## config.mk

```make
export PLATFORM = sky130hd
export DESIGN_NAME = alu_branch_exec
export DESIGN_NICKNAME = d
export VERILOG_FILES = /design/src/verilog/alu_exec_pkg.sv /design/src/verilog/add_sub8.sv /design/src/verilog/alu_branch_exec.sv /design/src/verilog/mul_unit.sv
export SDC_FILE = /design/constraint.sdc
export NUM_CORES = 1
export LEC_CHECK = 0
export BUFFER_PORTS_ARGS = -buffer_cell sky130_fd_sc_hd__buf_2
export CAP_MARGIN = 40
export CELL_PAD_IN_SITES_DETAIL_PLACEMENT = 2
export CELL_PAD_IN_SITES_GLOBAL_PLACEMENT = 2
export CORE_MARGIN = 2
export CORE_UTILIZATION = 40
export CTS_CLUSTER_SIZE = 12
export DETAILED_ROUTE_END_ITERATION = 10
export PLACE_DENSITY = 0.86
export SYNTH_ARGS = -nofsm -noshare
export SYNTH_HDL_FRONTEND = slang
export SYNTH_SLANG_ARGS = --single-unit
export TNS_END_PERCENT = 10
```

## constraint.sdc

```tcl
create_clock -name clk_sys -period 6.5 [get_ports clk_sys]
set_input_delay 1.3 -clock clk_sys [delete_from_list [all_inputs] [get_ports clk_sys]]
set_output_delay 1.3 -clock clk_sys [all_outputs]
set_load 0.01 [all_outputs]
```

## src/verilog/alu_exec_pkg.sv

```systemverilog
package alu_exec_pkg;

  // ----------------------------------------------------------------
  // register map (word addresses)
  // ----------------------------------------------------------------
  localparam int ADDR_W = 4;
  localparam logic [ADDR_W-1:0] REG_CMD = 4'h0;
  localparam logic [ADDR_W-1:0] REG_DST = 4'h1;
  localparam logic [ADDR_W-1:0] REG_SRC = 4'h2;
  localparam logic [ADDR_W-1:0] REG_IMM = 4'h3;
  localparam logic [ADDR_W-1:0] REG_WORD = 4'h4;
  localparam logic [ADDR_W-1:0] REG_ZPTR = 4'h5;
  localparam logic [ADDR_W-1:0] REG_PC = 4'h6;
  localparam logic [ADDR_W-1:0] REG_SREG = 4'h7;
  localparam logic [ADDR_W-1:0] REG_PROD = 4'h8;
  localparam logic [ADDR_W-1:0] REG_STATUS = 4'h9;

  // ----------------------------------------------------------------
  // field layouts
  // ----------------------------------------------------------------
  localparam int CMD_OP_LSB = 0;
  localparam int CMD_OP_MSB = 5;
  localparam int CMD_LONG_BIT = 8;
  localparam int STAT_BUSY_BIT = 0;
  localparam int STAT_SKIP_BIT = 1;
  localparam int STAT_CYC_LSB = 4;
  localparam int STAT_SP_LSB = 8;
  localparam int WORD_K_W = 6;
  localparam int FLAG_C = 0;
  localparam int FLAG_Z = 1;
  localparam int FLAG_N = 2;
  localparam int FLAG_V = 3;
  localparam int FLAG_S = 4;
  localparam int FLAG_H = 5;
  localparam int FLAG_I = 7;

  // ----------------------------------------------------------------
  // reset values, constants, cycle counts
  // ----------------------------------------------------------------
  localparam logic [15:0] PC_RESET = 16'h0000;
  localparam logic [7:0] SREG_RESET = 8'h00;
  localparam logic [7:0] BYTE_ONES = 8'hff;
  localparam logic [7:0] BYTE_ZERO = 8'h00;
  localparam logic [7:0] BYTE_ONE = 8'h01;
  localparam logic [15:0] PC_STEP_ONE = 16'h0001;
  localparam logic [15:0] PC_STEP_TWO = 16'h0002;
  localparam logic [15:0] PC_STEP_THREE = 16'h0003;
  localparam int CYC_W = 3;
  localparam logic [CYC_W-1:0] CYC_ONE = 3'h1;
  localparam logic [CYC_W-1:0] CYC_TWO = 3'h2;
  localparam logic [CYC_W-1:0] CYC_THREE = 3'h3;
  localparam logic [CYC_W-1:0] CYC_FOUR = 3'h4;

  typedef enum logic [5:0] {
    OP_ADD, OP_ADD_CARRY, OP_WORD_INC, OP_SUB, OP_DIFF_IMM, OP_DIFF_BORROW, OP_DIFF_IMM_BORROW,
    OP_WORD_DEC, OP_AND, OP_AND_IMM, OP_OR, OP_OR_IMM, OP_XOR, OP_ONES_COMP, OP_TWOS_COMP,
    OP_SET_MASK, OP_CLEAR_MASK, OP_INCR, OP_DECR, OP_ZERO_MINUS_CHECK, OP_CLEAR_REG, OP_SET_REG,
    OP_PROD_U, OP_PROD_S, OP_PROD_SU, OP_FRAC_U, OP_FRAC_S, OP_FRAC_SU,
    OP_REL_GOTO, OP_IND_GOTO, OP_ABS_GOTO, OP_REL_ENTRY, OP_IND_ENTRY, OP_ABS_ENTRY,
    OP_SUB_EXIT, OP_HANDLER_EXIT, OP_EQUAL_SKIP, OP_COMPARE
  } op_type;

  typedef enum logic [0:0] {
    ST_IDLE = 1'b0,
    ST_RUN = 1'b1
  } state_type;

endpackage : alu_exec_pkg

```

## src/verilog/add_sub8.sv

```systemverilog
`timescale 1ns/10ps
module add_sub8 (
  // operands
  input wire logic [7:0] a,
  input wire logic [7:0] b,
  input wire logic sub,
  input wire logic cin,
  // result and flags
  output logic [7:0] res,
  output logic carry,
  output logic halfCarry,
  output logic overflow
);
  logic [7:0] bx;
  logic ci;
  logic [4:0] lo;
  logic [8:0] full;

  // subtract as a + ~b + ~borrow, so one adder serves both directions
  assign bx = sub ? ~b : b;
  assign ci = sub ? ~cin : cin;
  assign lo = {1'b0, a[3:0]} + {1'b0, bx[3:0]} + {4'h0, ci};
  assign full = {1'b0, a} + {1'b0, bx} + {8'h00, ci};
  assign res = full[7:0];
  assign carry = full[8] ^ sub;
  assign halfCarry = lo[4] ^ sub;
  assign overflow = (a[7] == bx[7]) && (res[7] != a[7]);
endmodule : add_sub8

```

## src/verilog/alu_branch_exec.sv

```systemverilog
// The implementer's own choices: the Avalon-MM slave port and the register addresses.
`timescale 1ns/10ps
// ------------------------------------------------------------------
// ------------------------------------------------------------------
module alu_branch_exec #(
  parameter int STACK_DEPTH = 8
) (
  // clock and reset
  input wire logic clk_sys,
  input wire logic arst_n,
  // avalon-mm slave
  input wire logic [alu_exec_pkg::ADDR_W-1:0] avAddress,
  input wire logic avRead,
  input wire logic avWrite,
  input wire logic [31:0] avWritedata,
  output logic [31:0] avReaddata,
  output logic avWaitrequest,
  // execution status
  output logic busy
);
  import alu_exec_pkg::*;

  localparam int SP_W = $clog2(STACK_DEPTH);

  typedef struct packed {
    state_type state;
    logic [CYC_W-1:0] cnt;
    logic [CYC_W-1:0] lastCyc;
    op_type op;
    logic [7:0] dst;
    logic [7:0] src;
    logic [15:0] imm;
    logic [15:0] word;
    logic [15:0] zptr;
    logic [15:0] pc;
    logic [15:0] prod;
    logic [7:0] sreg;
    logic skipped;
    logic [SP_W-1:0] sp;
    logic [STACK_DEPTH-1:0][15:0] stack;
    logic rdValid;
    logic [31:0] rdData;
  } vars_type;

  vars_type vars_r;
  vars_type vars_nxt;

  // ----------------------------------------------------------------
  // bus handshake
  // ----------------------------------------------------------------
  logic take;
  logic cmdTake;
  op_type opIn;
  logic longNext;

  assign busy = vars_r.state == ST_RUN;
  // writes stall while a multi-cycle operation runs; reads answer one cycle late
  assign avWaitrequest = (avRead && !vars_r.rdValid) || (avWrite && busy);
  assign take = avWrite && !busy;
  assign cmdTake = take && (avAddress == REG_CMD);
  assign opIn = op_type'(avWritedata[CMD_OP_MSB:CMD_OP_LSB]);
  assign longNext = avWritedata[CMD_LONG_BIT];
  assign avReaddata = vars_r.rdData;

  // ----------------------------------------------------------------
  // datapath units
  // ----------------------------------------------------------------
  logic isImm;
  logic [7:0] bOp;
  logic [7:0] asA;
  logic [7:0] asB;
  logic [7:0] asRes;
  logic asSub;
  logic asCin;
  logic asC;
  logic asH;
  logic asV;
  logic [15:0] mulProd;
  logic mulC;
  logic [15:0] wordK;
  logic [15:0] wordRes;
  logic wordC;
  logic wordV;
  logic [7:0] logRes;
  logic [15:0] pcInc;

  assign isImm = opIn inside {OP_DIFF_IMM, OP_DIFF_IMM_BORROW, OP_AND_IMM, OP_OR_IMM,
                              OP_SET_MASK, OP_CLEAR_MASK};
  assign bOp = isImm ? vars_r.imm[7:0] : vars_r.src;
  assign asA = (opIn == OP_TWOS_COMP) ? BYTE_ZERO : vars_r.dst;
  assign asB = (opIn == OP_TWOS_COMP) ? vars_r.dst : ((opIn inside {OP_INCR, OP_DECR}) ? BYTE_ONE : bOp);
  assign asSub = opIn inside {OP_SUB, OP_DIFF_IMM, OP_DIFF_BORROW, OP_DIFF_IMM_BORROW, OP_TWOS_COMP,
                              OP_DECR, OP_COMPARE};
  assign asCin = (opIn inside {OP_ADD_CARRY, OP_DIFF_BORROW, OP_DIFF_IMM_BORROW}) && vars_r.sreg[FLAG_C];

  add_sub8 u_addSub (
    .a(asA),
    .b(asB),
    .sub(asSub),
    .cin(asCin),
    .res(asRes),
    .carry(asC),
    .halfCarry(asH),
    .overflow(asV)
  );

  mul_unit u_mul (
    .a(vars_r.dst),
    .b(vars_r.src),
    .signA(opIn inside {OP_PROD_S, OP_PROD_SU, OP_FRAC_S, OP_FRAC_SU}),
    .signB(opIn inside {OP_PROD_S, OP_FRAC_S}),
    .frac(opIn inside {OP_FRAC_U, OP_FRAC_S, OP_FRAC_SU}),
    .product(mulProd),
    .carry(mulC)
  );

  // word constant is only six bits wide; upper bits of the immediate are ignored
  assign wordK = {{(16 - WORD_K_W){1'b0}}, vars_r.imm[WORD_K_W-1:0]};
  assign wordRes = (opIn == OP_WORD_DEC) ? vars_r.word - wordK : vars_r.word + wordK;
  assign wordV = (opIn == OP_WORD_DEC) ? (vars_r.word[15] && !wordRes[15]) : (!vars_r.word[15] && wordRes[15]);
  assign wordC = (opIn == OP_WORD_DEC) ? (wordRes[15] && !vars_r.word[15]) : (vars_r.word[15] && !wordRes[15]);
  assign pcInc = vars_r.pc + PC_STEP_ONE;

  always_comb begin
    unique case (opIn)
      OP_AND, OP_AND_IMM: logRes = vars_r.dst & bOp;
      OP_OR, OP_OR_IMM, OP_SET_MASK: logRes = vars_r.dst | bOp;
      OP_CLEAR_MASK: logRes = vars_r.dst & (BYTE_ONES - bOp);
      OP_ZERO_MINUS_CHECK: logRes = vars_r.dst & vars_r.dst;
      OP_XOR: logRes = vars_r.dst ^ bOp;
      OP_CLEAR_REG: logRes = vars_r.dst ^ vars_r.dst;
      default: logRes = vars_r.dst;
    endcase
  end

  // ----------------------------------------------------------------
  // next state
  // ----------------------------------------------------------------
  always_comb begin
    logic [CYC_W-1:0] cyc;
    cyc = CYC_ONE;
    vars_nxt = vars_r;
    vars_nxt.rdValid = avRead && !vars_r.rdValid;
    if (avRead && !vars_r.rdValid) begin
      unique case (avAddress)
        REG_CMD: vars_nxt.rdData = {26'h0000000, vars_r.op};
        REG_DST: vars_nxt.rdData = {24'h000000, vars_r.dst};
        REG_SRC: vars_nxt.rdData = {24'h000000, vars_r.src};
        REG_IMM: vars_nxt.rdData = {16'h0000, vars_r.imm};
        REG_WORD: vars_nxt.rdData = {16'h0000, vars_r.word};
        REG_ZPTR: vars_nxt.rdData = {16'h0000, vars_r.zptr};
        REG_PC: vars_nxt.rdData = {16'h0000, vars_r.pc};
        REG_SREG: vars_nxt.rdData = {24'h000000, vars_r.sreg};
        REG_PROD: vars_nxt.rdData = {16'h0000, vars_r.prod};
        REG_STATUS: begin
          vars_nxt.rdData = 32'h00000000;
          vars_nxt.rdData[STAT_BUSY_BIT] = busy;
          vars_nxt.rdData[STAT_SKIP_BIT] = vars_r.skipped;
          vars_nxt.rdData[STAT_CYC_LSB +: CYC_W] = vars_r.lastCyc;
          vars_nxt.rdData[STAT_SP_LSB +: SP_W] = vars_r.sp;
        end
        default: vars_nxt.rdData = 32'h00000000;
      endcase
    end
    if (take) begin
      unique case (avAddress)
        REG_DST: vars_nxt.dst = avWritedata[7:0];
        REG_SRC: vars_nxt.src = avWritedata[7:0];
        REG_IMM: vars_nxt.imm = avWritedata[15:0];
        REG_WORD: vars_nxt.word = avWritedata[15:0];
        REG_ZPTR: vars_nxt.zptr = avWritedata[15:0];
        REG_PC: vars_nxt.pc = avWritedata[15:0];
        REG_SREG: vars_nxt.sreg = avWritedata[7:0];
        default: ;
      endcase
    end
    if (busy) begin
      vars_nxt.cnt = vars_r.cnt - CYC_ONE;
      if (vars_r.cnt == CYC_ONE) begin
        vars_nxt.state = ST_IDLE;
      end
    end
    if (cmdTake) begin
      vars_nxt.op = opIn;
      vars_nxt.pc = pcInc;
      vars_nxt.skipped = 1'b0;
      unique case (opIn)
        OP_ADD, OP_ADD_CARRY, OP_SUB, OP_DIFF_IMM, OP_DIFF_BORROW, OP_DIFF_IMM_BORROW, OP_TWOS_COMP,
        OP_COMPARE: begin
          if (opIn != OP_COMPARE) begin
            vars_nxt.dst = asRes;
          end
          vars_nxt.sreg[FLAG_Z] = asRes == BYTE_ZERO;
          vars_nxt.sreg[FLAG_N] = asRes[7];
          vars_nxt.sreg[FLAG_V] = asV;
          vars_nxt.sreg[FLAG_C] = asC;
          vars_nxt.sreg[FLAG_H] = asH;
        end
        OP_INCR, OP_DECR: begin
          vars_nxt.dst = asRes;
          vars_nxt.sreg[FLAG_Z] = asRes == BYTE_ZERO;
          vars_nxt.sreg[FLAG_N] = asRes[7];
          vars_nxt.sreg[FLAG_V] = asV;
        end
        OP_WORD_INC, OP_WORD_DEC: begin
          cyc = CYC_TWO;
          vars_nxt.word = wordRes;
          vars_nxt.sreg[FLAG_Z] = wordRes == 16'h0000;
          vars_nxt.sreg[FLAG_C] = wordC;
          vars_nxt.sreg[FLAG_N] = wordRes[15];
          vars_nxt.sreg[FLAG_V] = wordV;
          vars_nxt.sreg[FLAG_S] = wordRes[15] ^ wordV;
        end
        OP_AND, OP_AND_IMM, OP_OR, OP_OR_IMM, OP_XOR, OP_SET_MASK, OP_CLEAR_MASK,
        OP_ZERO_MINUS_CHECK, OP_CLEAR_REG: begin
          // carry and half carry are left alone on purpose
          vars_nxt.dst = logRes;
          vars_nxt.sreg[FLAG_Z] = logRes == BYTE_ZERO;
          vars_nxt.sreg[FLAG_N] = logRes[7];
          vars_nxt.sreg[FLAG_V] = 1'b0;
        end
        OP_ONES_COMP: begin
          vars_nxt.dst = BYTE_ONES - vars_r.dst;
          vars_nxt.sreg[FLAG_Z] = vars_r.dst == BYTE_ONES;
          vars_nxt.sreg[FLAG_N] = !vars_r.dst[7];
          vars_nxt.sreg[FLAG_V] = 1'b0;
          vars_nxt.sreg[FLAG_C] = 1'b1;
        end
        OP_SET_REG: vars_nxt.dst = BYTE_ONES;
        OP_PROD_U, OP_PROD_S, OP_PROD_SU, OP_FRAC_U, OP_FRAC_S, OP_FRAC_SU: begin
          cyc = CYC_TWO;
          vars_nxt.prod = mulProd;
          vars_nxt.sreg[FLAG_Z] = mulProd == 16'h0000;
          vars_nxt.sreg[FLAG_C] = mulC;
        end
        OP_REL_GOTO: begin
          cyc = CYC_TWO;
          vars_nxt.pc = pcInc + vars_r.imm;
        end
        OP_IND_GOTO: begin
          cyc = CYC_TWO;
          vars_nxt.pc = vars_r.zptr;
        end
        OP_ABS_GOTO: begin
          cyc = CYC_THREE;
          vars_nxt.pc = vars_r.imm;
        end
        OP_REL_ENTRY, OP_IND_ENTRY, OP_ABS_ENTRY: begin
          // the stack wraps when full; software keeps nesting below the depth
          vars_nxt.stack[vars_r.sp] = (opIn == OP_ABS_ENTRY) ? vars_r.pc + PC_STEP_TWO : pcInc;
          vars_nxt.sp = SP_W'(vars_r.sp + 1'b1);
          if (opIn == OP_REL_ENTRY) begin
            cyc = CYC_THREE;
            vars_nxt.pc = pcInc + vars_r.imm;
          end else if (opIn == OP_IND_ENTRY) begin
            cyc = CYC_THREE;
            vars_nxt.pc = vars_r.zptr;
          end else begin
            cyc = CYC_FOUR;
            vars_nxt.pc = vars_r.imm;
          end
        end
        OP_SUB_EXIT, OP_HANDLER_EXIT: begin
          cyc = CYC_FOUR;
          vars_nxt.sp = SP_W'(vars_r.sp - 1'b1);
          vars_nxt.pc = vars_r.stack[SP_W'(vars_r.sp - 1'b1)];
          if (opIn == OP_HANDLER_EXIT) begin
            vars_nxt.sreg[FLAG_I] = 1'b1;
          end
        end
        OP_EQUAL_SKIP: begin
          if (vars_r.dst == vars_r.src) begin
            vars_nxt.skipped = 1'b1;
            cyc = longNext ? CYC_THREE : CYC_TWO;
            vars_nxt.pc = vars_r.pc + (longNext ? PC_STEP_THREE : PC_STEP_TWO);
          end
        end
        default: ;
      endcase
      vars_nxt.lastCyc = cyc;
      vars_nxt.cnt = cyc - CYC_ONE;
      vars_nxt.state = (cyc == CYC_ONE) ? ST_IDLE : ST_RUN;
    end
  end

  always_ff @(posedge clk_sys or negedge arst_n) begin
    if (!arst_n) begin
      vars_r <= '{state: ST_IDLE, op: OP_ADD, pc: PC_RESET, sreg: SREG_RESET, default: '0};
    end else begin
      vars_r <= vars_nxt;
    end
  end
endmodule : alu_branch_exec

```

## src/verilog/mul_unit.sv

```systemverilog
`timescale 1ns/10ps
module mul_unit (
  // operands
  input wire logic [7:0] a,
  input wire logic [7:0] b,
  input wire logic signA,
  input wire logic signB,
  input wire logic frac,
  // product
  output logic [15:0] product,
  output logic carry
);
  logic signed [8:0] ax;
  logic signed [8:0] bx;
  logic signed [17:0] full;

  assign ax = {signA & a[7], a};
  assign bx = {signB & b[7], b};
  assign full = ax * bx;
  // carry is taken from the product before the fractional shift
  assign carry = full[15];
  assign product = frac ? {full[14:0], 1'b0} : full[15:0];
endmodule : mul_unit
```

==> qor.txt <==
Status -> finished, final reports clean
Max Buffers Root-to-Sink -> 3
Max Fclk -> 154 MHz
Clk_skew -> 0.0338 ns
Post-synthesis sequential area ratio -> 32.1%
Crit path time final -> 6.48 ns
Syn-to-layout area delta -> 12.7%
N_diodes -> 0
Num ports -> 74
Clock Sinks -> 266
Synthesis-stage register bit count -> 266
Power Dens Cells -> 471 mW/mm^2
Layout Nets -> 2596
CP Launch Type -> input port
Share of layout cells above drive strength 1 -> 15.5%
Dpl ws -> -0.780 ns
Core Area -> 0.0513 mm^2
Final TNS setup -> 0 ns
Post-synth top area share -> 32.1%
Synthesis Warnings -> 0
Post-DP HPWL -> 66.5 mm
DR iter-0 viols -> 1855
CTS root buffer -> clkbuf_16
Initial DRT Pass Iterations -> 6
Final setup viols -> 0
First-pass GRT wire length -> 145 mm
PortBufs -> 41
Die Y -> 232 um
Max-Cap Viols -> 0
Clock latency on the worst-skew pair -> 0.57 ns
HP Class -> reg2reg
CP arrival -> 6.93 ns
Crit-path max FO -> 5
Aggregate global-route resource usage -> 35.9%
Pwr Total -> 11.0 mW
Std-Cell Rows -> 83
Post-DRT Antenna Nets -> 0
Crit Path Class -> in2reg
Die area -> 0.0537 mm^2
Post-synth EDFFs -> 0
Final worst hold slack -> 0.485 ns
Worst setup EP type -> flip-flop
Req. time, crit path -> 6.94 ns
Largest cells by area after synthesis -> dfrtp_1, fa_1, nand2_1, ha_1, mux4_2
Synth cell types -> 95
Most frequent cell after synthesis -> nand2_1
Final WL -> 96.2 mm
Yosys top cell by area -> dfrtp_1
DRC -> 0
GRT Residual Overflow -> 0
Cells after Synth -> 2352
Slew @ Worst Pin -> 0.995 ns
WL per Instance -> 31.1 um
CTS H-tree lvls -> 2
Via Count -> 20100
Main synth FF type -> dfrtp_1
Crit share post-route -> 99.7%
Clk slew on worst S/H paths -> 0.06 ns
Vias in the first global route -> 22500
Initial core utilization -> 40.4%
DR vias/cell -> 6.51
CTS tree -> yes
Initial antenna violation count -> 3
Fill cells -> 5466
Mapped Area -> 0.0207 mm^2
Final hold viol count -> 0
RSZ-0062 raised after global routing -> yes
Max rail drop VDD -> 359 uV
Mapped Avg Cell Area -> 8.82 um^2
Leakage -> 10.4 nW
Num CTS Buffers -> 35
Relative slew margins -> 33.2%
GPL Wtd Cong -> 0.960
Post-synthesis async set-or-reset flop share -> 100%
Top cells by count, synth -> nand2_1, dfrtp_1, nor2_1
Die X-Extent -> 232 um
Final Max Tran Viols -> 0
Pin count of the biggest net entering global routing -> 150
Final setup margin -> 0.0167 ns
stage by stage:
step           utilization (%)  std cells  area [um^2]
2_1_floorplan                -       2367        20900
3_3_place_gp              43.0       3029        22000
3_5_place_dp              43.0       3031        22000
4_1_cts                   45.5       3094        23300
5_1_grt                   45.6       3095        23400
6_report                  45.6       3095        23400
logic make-up (layout without fill, tap and decap cells):
kind of cell / count (synthesis) / count (layout) / synth area share, %
buffers and inverters: 307 / 355 / 6.35
AND/OR/NAND/NOR: 745 / 745 / 16.7
flip-flops: 266 / 266 / 32.1
other: 1 / 16 / 0.0181
AO/OA/AOI/OAI: 626 / 626 / 19.1
multiplexers: 132 / 132 / 8.58
XOR/XNOR: 109 / 109 / 4.78
adder cells (fa/ha/maj): 166 / 166 / 12.4
final timing paths:
check                                   startpoint                      end  slack, ns  cells past startpoint
max                                 avWritedata[3]    vars_r[165]$_DFF_PN0_       0.02                     23
min reg2reg                              flip-flop                flip-flop       0.48                      2
max in group asynchronous                   arst_n  vars_r[161]$_DFFE_PN0P_       4.42                      2
max reg2reg                vars_r[254]$_DFFE_PN0P_    vars_r[165]$_DFF_PN0_       0.33                     20
min in group asynchronous                   arst_n  vars_r[188]$_DFFE_PN0P_       0.70                      1
min                                      flip-flop                flip-flop       0.48                      2
where the power goes:
group / switching (mW) / internal [mW]
Combinational: 3.86 / 2.61
Clock: 0.853 / 1.22
Sequential: 0.579 / 1.89
Total: 5.29 / 5.73
timing repair:
item / CTS / global route
setup endpoints to repair: 3 / 3
pin swaps: 20 / 3
cloned: 0 / 0
buffers inserted: 1 / 1
resized for setup: 26 / 8
endpoints found under the hold margin: 0 / 0
hold buffers: 0 / 0
metal layers:
metal / track usage, % / part of all wire [%] / up-vias
li1: - / - / 8350
met1: 42.6 / 38 / 10500
met2: 61.8 / 49 / 960
met3: 6.24 / 6.6 / 367
met4: 19.4 / 5.8 / 6
met5: 0 / 0.035 / -
cell usage in the layout (no fill, tap or decap), drive strengths merged, types with 14 or more instances in the layout:
cell	netlist	final
xor2	45	45
a21o	15	15
nand2b	22	22
and3	16	16
fa	67	67
a21oi	124	124
dfrtp	266	266
nor2b	17	17
clkbuf	125	53
mux4	32	32
ha	99	99
mux2	46	46
a31oi	21	21
o21ai	244	244
nand3	34	34
and2	41	41
o21a	14	14
mux2i	54	54
a211oi	16	16
nor2	146	146
inv	120	121
nand2	358	358
a22oi	21	21
xnor2	63	63
conb	1	16
o22ai	18	18
nor3	41	41
a221oi	22	22
buf	62	173
critical path: stages:
cell and delay, ns:
buf_4 0.15, nand2b_4 0.16, o22ai_4 0.17, and2_4 0.18, nand2_2 0.07, fa_1 0.51, fa_1 0.52, inv_1 0.07
fa_1 0.52, fa_1 0.54, inv_2 0.06, fa_1 0.57, inv_2 0.06, ha_4 0.29, o21ai_2 0.07, o21ai_2 0.16
a211oi_2 0.10, o31ai_2 0.36, xor2_2 0.15, buf_4 0.17, a2111oi_2 0.33, nor4_1 0.10, a22oi_1 0.30
layout make-up:
class | instances | area (um^2) | area share (%)
clock buffers | 53 | 1080 | 4.60
clock inverters | 9 | 106 | 0.455
inverters | 120 | 450 | 1.93
multi-input cells | 1794 | 13000 | 55.6
flip-flops and latches | 266 | 6660 | 28.5
well taps | 680 | 851 | 3.64
repair buffers | 173 | 1240 | 5.31
Note: power is estimated with default switching activity, not from simulation.
